## config.mk

```make
export PLATFORM = sky130hd
export DESIGN_NAME = host_strobe_select_decode
export DESIGN_NICKNAME = d
export VERILOG_FILES = /design/src/host_strobe_pkg.sv /design/src/pin_sync_if.sv /design/src/host_pin_sync.sv /design/src/host_strobe_select_decode.sv
export VERILOG_INCLUDE_DIRS = /design/src
export SDC_FILE = /design/constraint.sdc
export NUM_CORES = 1
export LEC_CHECK = 0
export ABC_AREA = 0
export BUFFER_PORTS_ARGS = -buffer_cell sky130_fd_sc_hd__buf_2
export CAP_MARGIN = 40
export CORE_ASPECT_RATIO = 1.4
export CORE_UTILIZATION = 48
export DETAILED_ROUTE_END_ITERATION = 6
export PLACE_DENSITY = 0.73
export SYNTH_ARGS = -nofsm -noshare
export SYNTH_HDL_FRONTEND = slang
export SYNTH_SLANG_ARGS = --single-unit
```

## constraint.sdc

```tcl
create_clock -name i_ref_clk -period 1.21 [get_ports i_ref_clk]
set_input_delay 0.242 -clock i_ref_clk [delete_from_list [all_inputs] [get_ports i_ref_clk]]
set_output_delay 0.242 -clock i_ref_clk [all_outputs]
set_load 0.02 [all_outputs]
```

## src/host_strobe_map.svh

```systemverilog
// host_strobe_map.svh: constants for the host strobe/select decoder
// assumes inclusion by bare name from the decoder module
`ifndef HOST_STROBE_MAP_SVH
`define HOST_STROBE_MAP_SVH
// host bus type encodings on the bus-select input
`define BUS_SEL_GENERIC 2'h0
`define BUS_SEL_PROC_A 2'h1
`define BUS_SEL_PROC_B 2'h2
// default host data width
`define HOST_DATA_W 8
// reset value of the captured write data
`define WDATA_RESET 8'h00
`endif

```

## src/host_strobe_pkg.sv

```systemverilog
// host_strobe_pkg: types shared by the host strobe decoder files
// assumes host_strobe_map.svh is on the include path
package host_strobe_pkg;
    typedef enum logic [1:0] {
        BUS_GENERIC = 2'b00,
        BUS_PROC_A = 2'b01,
        BUS_PROC_B = 2'b10,
        BUS_NONE = 2'b11
    } bus_type_t;
    typedef enum logic [1:0] {
        ST_IDLE = 2'b00,
        ST_STROBE = 2'b01,
        ST_DIR = 2'b10
    } cyc_state_t;
endpackage

```

## src/pin_sync_if.sv

```systemverilog
// pin_sync_if: synchronised host control levels between sync and decoder
// assumes one clock domain on both sides
`timescale 1ns/1ps
`default_nettype none
interface pin_sync_if;
    logic cs_n;
    logic wr_ctl;
    modport src (output cs_n, output wr_ctl);
    modport dst (input cs_n, input wr_ctl);
endinterface
`default_nettype wire

```

## src/host_pin_sync.sv

```systemverilog
// host_pin_sync: three-stage synchronisers for chip select and write control
// assumes pins are asynchronous to i_ref_clk
`timescale 1ns/1ps
`default_nettype none
module host_pin_sync (
    // clock and reset
    input wire logic i_ref_clk,
    input wire logic i_reset,
    // raw pins
    input wire logic i_cs_n,
    input wire logic i_wr_ctl,
    // filtered levels
    pin_sync_if.src o_sync
);
    logic [2:0] cs_q, cs_d;
    logic [2:0] wr_q, wr_d;
    logic cs_lvl_q, cs_lvl_d;
    logic wr_lvl_q, wr_lvl_d;
    // a level changes only once stages two and three agree
    always_comb begin
        cs_d = {cs_q[1:0], i_cs_n};
        wr_d = {wr_q[1:0], i_wr_ctl};
        cs_lvl_d = (cs_q[2] == cs_q[1]) ? cs_q[2] : cs_lvl_q;
        wr_lvl_d = (wr_q[2] == wr_q[1]) ? wr_q[2] : wr_lvl_q;
    end
    // idle levels at reset: deselected, strobe high
    always_ff @(posedge i_ref_clk) begin
        if (i_reset) begin
            cs_q <= 3'h7;
            wr_q <= 3'h7;
            cs_lvl_q <= 1'b1;
            wr_lvl_q <= 1'b1;
        end else begin
            cs_q <= cs_d;
            wr_q <= wr_d;
            cs_lvl_q <= cs_lvl_d;
            wr_lvl_q <= wr_lvl_d;
        end
    end
    assign o_sync.cs_n = cs_lvl_q;
    assign o_sync.wr_ctl = wr_lvl_q;
endmodule
`default_nettype wire

```

## src/host_strobe_select_decode.sv

```systemverilog
// host_strobe_select_decode: decodes the shared write-control pin and chip select
// assumes host pins are asynchronous; data bus is held stable around the strobe
`timescale 1ns/1ps
`default_nettype none
`include "host_strobe_map.svh"

// Contract
// - generic mode: low write pin marks write
// - generic mode: capture data on strobe rise
// - proc mode A: high reads, low writes
// - proc mode B: high reads, low writes
// - respond only while chip select low
module host_strobe_select_decode
    import host_strobe_pkg::*;
#(
    parameter int DATA_W = `HOST_DATA_W
) (
    // clock and reset
    input wire logic i_ref_clk,
    input wire logic i_reset,
    // configuration
    input wire logic [1:0] i_bus_sel,
    // host pins
    input wire logic i_cs_n,
    input wire logic i_wr_ctl,
    input wire logic [DATA_W-1:0] i_host_data,
    // decoded cycle
    output logic o_selected,
    output logic o_write_active,
    output logic o_read_active,
    output logic o_wdata_valid,
    output logic [DATA_W-1:0] o_wdata
);
    // elaboration check: the reset constant and the capture register are
    // sized from DATA_W; words wider than 32 bits were never a goal
    if (DATA_W < 1 || DATA_W > 32) begin : g_bad_width
        $error("DATA_W must lie between 1 and 32");
    end

    // synchronised chip select and write-control levels
    pin_sync_if sync_if ();

    // data alignment pipe
    logic [DATA_W-1:0] d1_q;
    logic [DATA_W-1:0] d1_d;
    logic [DATA_W-1:0] d2_q;
    logic [DATA_W-1:0] d2_d;
    logic [DATA_W-1:0] d3_q;
    logic [DATA_W-1:0] d3_d;
    // bus type latched while deselected, and the cycle state
    bus_type_t bus_q;
    bus_type_t bus_d;
    cyc_state_t st_q;
    cyc_state_t st_d;
    // filtered write-control level one clock back, for the rise detector
    logic wr_prev_q;
    logic wr_prev_d;
    // captured word and its one-cycle flag
    logic [DATA_W-1:0] wdata_q;
    logic [DATA_W-1:0] wdata_d;
    logic valid_q;
    logic valid_d;
    // direction levels
    logic wr_q;
    logic wr_d;
    logic rd_q;
    logic rd_d;
    // decode shared by the capture and direction groups
    logic sel_now;
    logic strobe_rise;

    // the synchroniser owns the select and strobe pins; logic below sees their filtered levels, while the data pins feed the alignment pipe
    host_pin_sync u_sync (
        .i_ref_clk(i_ref_clk),
        .i_reset(i_reset),
        .i_cs_n(i_cs_n),
        .i_wr_ctl(i_wr_ctl),
        .o_sync(sync_if)
    );

    // bus-select code to bus type; the spare code maps to a mode that
    // ignores the pins rather than to a guess
    function automatic bus_type_t decode_bus(input logic [1:0] sel);
        if (sel == `BUS_SEL_GENERIC) begin
            decode_bus = BUS_GENERIC;
        end else if (sel == `BUS_SEL_PROC_A) begin
            decode_bus = BUS_PROC_A;
        end else if (sel == `BUS_SEL_PROC_B) begin
            decode_bus = BUS_PROC_B;
        end else begin
            decode_bus = BUS_NONE;
        end
    endfunction

    // both processor-style buses use the shared pin as a direction level
    function automatic logic is_proc(input bus_type_t bus);
        is_proc = (bus == BUS_PROC_A) || (bus == BUS_PROC_B);
    endfunction

    // selected means the filtered chip select is low
    assign sel_now = !sync_if.cs_n;
    // a rise of the filtered strobe while selected in generic mode; one
    // clock of history is enough because the filter removes bounces
    assign strobe_rise = sel_now && (bus_q == BUS_GENERIC)
        && !wr_prev_q && sync_if.wr_ctl;

    // data alignment: three stages, one fewer than the strobe path with its level register, so
    // the word taken at the filtered rise is the one that stood at the pin
    // at the second clock after the rise; the host must hold it there for a few clocks
    always_comb begin
        d1_d = i_host_data;
        d2_d = d1_q;
        d3_d = d2_q;
    end

    // data pipe registers
    always_ff @(posedge i_ref_clk) begin
        if (i_reset) begin
            d1_q <= '0;
            d2_q <= '0;
            d3_q <= '0;
        end else begin
            d1_q <= d1_d;
            d2_q <= d2_d;
            d3_q <= d3_d;
        end
    end

    // bus type and cycle state; the bus type is taken only while
    // deselected, so a mode change can never tear a running cycle
    // limitation: a strobe rise in the same clock as the filtered select
    // going high counts as deselected and is dropped
    always_comb begin
        bus_d = bus_q;
        st_d = st_q;
        wr_prev_d = sync_if.wr_ctl;
        if (!sel_now) begin
            bus_d = decode_bus(i_bus_sel);
            st_d = ST_IDLE;
            // forget the strobe history so that a rise seen while
            // deselected cannot capture on the next select
            wr_prev_d = 1'b1;
        end else begin
            case (bus_q)
                BUS_GENERIC: begin
                    st_d = ST_STROBE;
                end
                BUS_PROC_A, BUS_PROC_B: begin
                    st_d = ST_DIR;
                end
                default: begin
                    st_d = ST_IDLE; // spare code: pins ignored
                end
            endcase
        end
    end

    // bus type and cycle state registers
    always_ff @(posedge i_ref_clk) begin
        if (i_reset) begin
            bus_q <= BUS_GENERIC;
            st_q <= ST_IDLE;
            wr_prev_q <= 1'b1;
        end else begin
            bus_q <= bus_d;
            st_q <= st_d;
            wr_prev_q <= wr_prev_d;
        end
    end

    // capture: the word is taken on the filtered rise and held until the
    // next one; the flag stands for exactly one clock
    always_comb begin
        wdata_d = wdata_q;
        valid_d = 1'b0;
        if (strobe_rise) begin
            wdata_d = d3_q;
            valid_d = 1'b1;
        end
    end

    // capture registers; deselected cycles leave the word untouched
    always_ff @(posedge i_ref_clk) begin
        if (i_reset) begin
            wdata_q <= DATA_W'(`WDATA_RESET);
            valid_q <= 1'b0;
        end else begin
            wdata_q <= wdata_d;
            valid_q <= valid_d;
        end
    end

    // direction levels; both stay low outside a selected cycle, and the
    // pin can only say one thing, so they are never high together
    always_comb begin
        wr_d = 1'b0;
        rd_d = 1'b0;
        if (sel_now) begin
            if (bus_q == BUS_GENERIC) begin
                wr_d = ~sync_if.wr_ctl; // low strobe marks a write
            end else if (is_proc(bus_q)) begin
                rd_d = sync_if.wr_ctl; // high reads
                wr_d = ~sync_if.wr_ctl; // low writes
            end
        end
    end

    // direction registers
    always_ff @(posedge i_ref_clk) begin
        if (i_reset) begin
            wr_q <= 1'b0;
            rd_q <= 1'b0;
        end else begin
            wr_q <= wr_d;
            rd_q <= rd_d;
        end
    end

    // outputs straight from flip-flops; selected is a compare on the state
    // register, which a bus type of the spare code keeps at idle
    assign o_selected = (st_q != ST_IDLE);
    assign o_write_active = wr_q;
    assign o_read_active = rd_q;
    assign o_wdata_valid = valid_q;
    assign o_wdata = wdata_q;
endmodule
`default_nettype wire

```

==> summary.md <==
## Status
• finished clean — result of the run

## Pwr
• 1360 µV — IR Drop Worst-Case VDD
• 34.5% — part of the total power dissipated in the clock network
• 2.16 mW — internal cell power
• 2.67 mW — power after layout
• 1460 nW/µm² — pwr/cell area
• 4.4% — combinational power share
• 19.3% — Net Sw Frac
• 61.1% — Sequential Power Share
• 0.515 mW — switching power of the nets
• 0.768 nW — static power due to leakage

## STA
• 0 — number of slew-limit violations in the final report
• 1.20 ns — minimum period implied by the final worst setup slack
• 0.296 ns — Least-Margin Pin Slew
• 99.5% — share of the clock period used by the worst path
• 0 — final count of hold timing violations
• 831 MHz — Fmax
• 0.131 ns — tightest hold margin
• yes — RSZ-0062 raised after global routing
• 0.00427 ns — Fin Clk Skew
• 0 — final setup violation count
• 80.3% — worst slew margin relative to its limit

## Place
• 0.613 — final estimated routing congestion in global placement
• 192 — Post-Place Cells
• 25 — Port Buf Inserts
• 1.39 mm — Detailed Place HPWL
• 1700 µm² — instance area after placement

## Floorplanning
• 26 — Top-Level Pins
• 68.2 µm — overall die height
• 23 — Row Count
• 3360 µm² — die outline area
• 2940 µm² — core area
• 49.3 µm — chip width
• 51.2% — effective utilization at floorplan

## Setup path
• 1 — highest net fanout along the worst path
• 0.96 ns — arrival time reported for the critical path endpoint
• or2_4 > buf_6 — critical-path cell list
• 1 — WP buf/inv
• 0.30 ns — longest individual stage delay on the worst path
• reg2out — Crit Path Class
• 0.97 ns — endpoint required time on the critical path
• flop — launching element type of the critical path
• output pin — category of the worst setup path capture point
• flip-flops — crit-path leading delay family
• sky130_fd_sc_hd__dfxtp_1 — critical-path cell with the highest stage delay

## Min path
• in2reg — path class of the lowest-slack min-delay path

## Layout
• 201 — final std cells w/o fill
• 62.1% — Final Core Density
• 29.9% — proportion of layout cells with a drive suffix above 1
• 1820 µm² — post-layout instance area
• 0 — count of inserted antenna diode cells
• 178 — nets
• 21.3% — area growth from synthesis to layout

## Yosys
• 1.66% — complex-gate fraction of the synthesized area
• 6.66% — proportion of synthesized area in mux cells
• sky130_fd_sc_hd__dfxtp_1 (64%), sky130_fd_sc_hd__nor2b_1 (10%), sky130_fd_sc_hd__mux2i_1 (6.7%) — cell types with the largest area share after synthesis
• 16 — unique cell type count in the Yosys netlist
• 146 — number of nets in the synthesized netlist
• 0 — Yosys Warn Count
• 0.832% — Synth Area in Adders
• 0% — xor/xnor cell area share of the yosys netlist
• 24.5% — Post-Synth Simple-Gate Area
• sky130_fd_sc_hd__dfxtp_1 — Yosys top cell by area
• 63.9% — Yosys top cell area share
• 63.9% — proportion of synthesized chip area in sequential cells
• 48 — flip-flop and latch count after synthesis
• 1500 µm² — combined area of all synthesized cells
• 131 — gate count of the mapped netlist
• 11.5 µm² — post-synthesis average cell area
• simple AND/OR/NAND/NOR gates — combinational family with the most area after synthesis

## Detailed routing
• 2.13 mm — total length of routed wires
• 4.45 — Vias per Instance
• 0 — Detail Route Antenna Nets
• 16 — DRC marker count from the first detailed-route iteration
• 2 — total iterations of the first detailed-routing run
• 0 — # DRC
• 895 — via count
• 10.6 µm — WL per Instance

## Clocking
• 0.08 ns — clock transition at the registers of the reported paths
• 48 — clock sink count
• 2 — Clock Path Buffers
• sky130_fd_sc_hd__clkbuf_8 — CTS Root Buffer Type
• 0 — Hold Buf Count CTS
• done — clock tree from TritonCTS
• 0 — Post-CTS Setup Inserts
• 5 — TritonCTS Buffers
• 2 — Clock H-tree levels
• 0.29 ns — Clk Latency, worst-skew pair

## Global routing
• 26 — maximum number of pins on one net before global-route repair
• 891 — vias in the first global route
• 0 — overall overflow remaining after global route
• 0 — antenna violations before repair
• 3.68 mm — wire length of the first global-routing pass
• 15.4% — combined global-route utilization of all metal layers

## Run
• 0 — Maximum Capacitance Violations

-- routing by layer --
layer  vias to the layer above  part of all wire [%]  GRT usage, %
met5                         -                     0             0
met4                         0                   3.2          13.2
met3                         9                   4.2          4.22
met2                        22                    51          27.4
met1                       392                    41          14.7
li1                        472                     -             -
-- worst paths after layout --
kind | start | endpoint | slack (ns) | cells after the start
worst max-delay path | st_q[0]$_SDFF_PP0_ | o_selected | 0.006 | 2
worst min-delay path | i_cs_n | u_sync.cs_q[0]$_SDFF_PP1_ | 0.13 | 2
worst max register to register | bus_q[1]$_SDFFE_PP0P_ | o_wdata[5]$_SDFFE_PP0P_ | 0.06 | 4
worst min register to register | u_sync.wr_q[0]$_SDFF_PP1_ | u_sync.wr_q[1]$_SDFF_PP1_ | 0.41 | 1
-- registers in the layout, indices dropped and copies added (netlist names) --
signal / cells
u_sync.cs_q: 3
u_sync.o_sync.wr_ctl: 1
bus_q: 2
o_write_active: 1
u_sync.wr_q: 3
o_read_active: 1
u_sync.o_sync.cs_n: 1
d2_q: 8
d3_q: 8
d1_q: 8
o_wdata: 8
st_q: 2
o_wdata_valid: 1
wr_prev_q: 1
-- cells by family after synthesis --
group	Yosys count
buffers and inverters	8
DFF	48
and+or+nand+nor	60
muxes	10
AOI/OAI and AO/OA	4
adders and majority gates	1
-- what timing repair did --
item                                    4_1_cts  5_1_grt
endpoints found under the setup margin       10        9
pin swaps                                     0        2
resized for setup                             5        5
cloned                                        1        0
-- layout make-up --
type                       instances  area (µm²)
clock buffer                       8        90.1
fill                             269        1110
inverter                           2        7.51
multi-input combinational         76         537
sequential                        48         962
tap                               37        46.3
timing repair buffer              30         181
-- cells in the mapped netlist --
master,count
sky130_fd_sc_hd__o21bai_1,2
sky130_fd_sc_hd__clkbuf_1,5
sky130_fd_sc_hd__and4bb_1,1
sky130_fd_sc_hd__and4b_1,1
sky130_fd_sc_hd__buf_6,1
sky130_fd_sc_hd__or2_2,7
sky130_fd_sc_hd__a21oi_1,2
sky130_fd_sc_hd__and2_1,2
sky130_fd_sc_hd__inv_1,2
sky130_fd_sc_hd__or3_1,1
sky130_fd_sc_hd__nor2_1,7
sky130_fd_sc_hd__dfxtp_1,48
sky130_fd_sc_hd__mux2i_1,10
sky130_fd_sc_hd__nor2b_1,25
sky130_fd_sc_hd__ha_1,1
sky130_fd_sc_hd__nand2b_1,16
-- through the flow --
stage,setup TNS (ns),setup slack [ns]
finish,0,0.00634
global route,-0.0222,-0.0222
CTS,-0.000770,-0.000770
detailed placement,-1.33,-0.179
global placement,-0.596,-0.0724
floorplan,0,0.0863
-- cells in the final DEF, fill, tap and decap left out --
cell type                   n
sky130_fd_sc_hd__dfxtp_1   47
sky130_fd_sc_hd__nor2b_1   25
sky130_fd_sc_hd__buf_2     24
sky130_fd_sc_hd__nand2b_1  16
sky130_fd_sc_hd__mux2i_1   10
sky130_fd_sc_hd__nor2_1     7
sky130_fd_sc_hd__or2_2      6
sky130_fd_sc_hd__clkbuf_8   6
sky130_fd_sc_hd__buf_4      4
sky130_fd_sc_hd__inv_2      2
sky130_fd_sc_hd__and2_1     2
sky130_fd_sc_hd__a21oi_1    2
sky130_fd_sc_hd__o21bai_1   2
sky130_fd_sc_hd__clkbuf_1   2
sky130_fd_sc_hd__or2_4      1
sky130_fd_sc_hd__and4bb_4   1
sky130_fd_sc_hd__or3_1      1
sky130_fd_sc_hd__and4b_1    1
sky130_fd_sc_hd__ha_4       1
sky130_fd_sc_hd__and4bb_2   1
sky130_fd_sc_hd__buf_6      1
sky130_fd_sc_hd__buf_12     1
sky130_fd_sc_hd__dfxtp_2    1
-- power groups by stage --
stage          combinational (mW)  sequential, mW  clock (mW)
6_report                    0.117            1.63       0.921
5_1_grt                     0.131            1.64        1.03
4_1_cts                     0.113            1.63       0.960
3_5_place_dp                0.112            1.67           0
3_3_place_gp                0.105            1.67           0
2_1_floorplan              0.0668            1.67           0
-- worst register-to-register path: stages, from the launching register on --
cell                       delay (ns)
sky130_fd_sc_hd__dfxtp_1         0.33
sky130_fd_sc_hd__inv_2           0.08
sky130_fd_sc_hd__ha_4            0.14
sky130_fd_sc_hd__and4bb_4        0.31
sky130_fd_sc_hd__mux2i_1         0.23
Power figures use the tool's default switching activity.
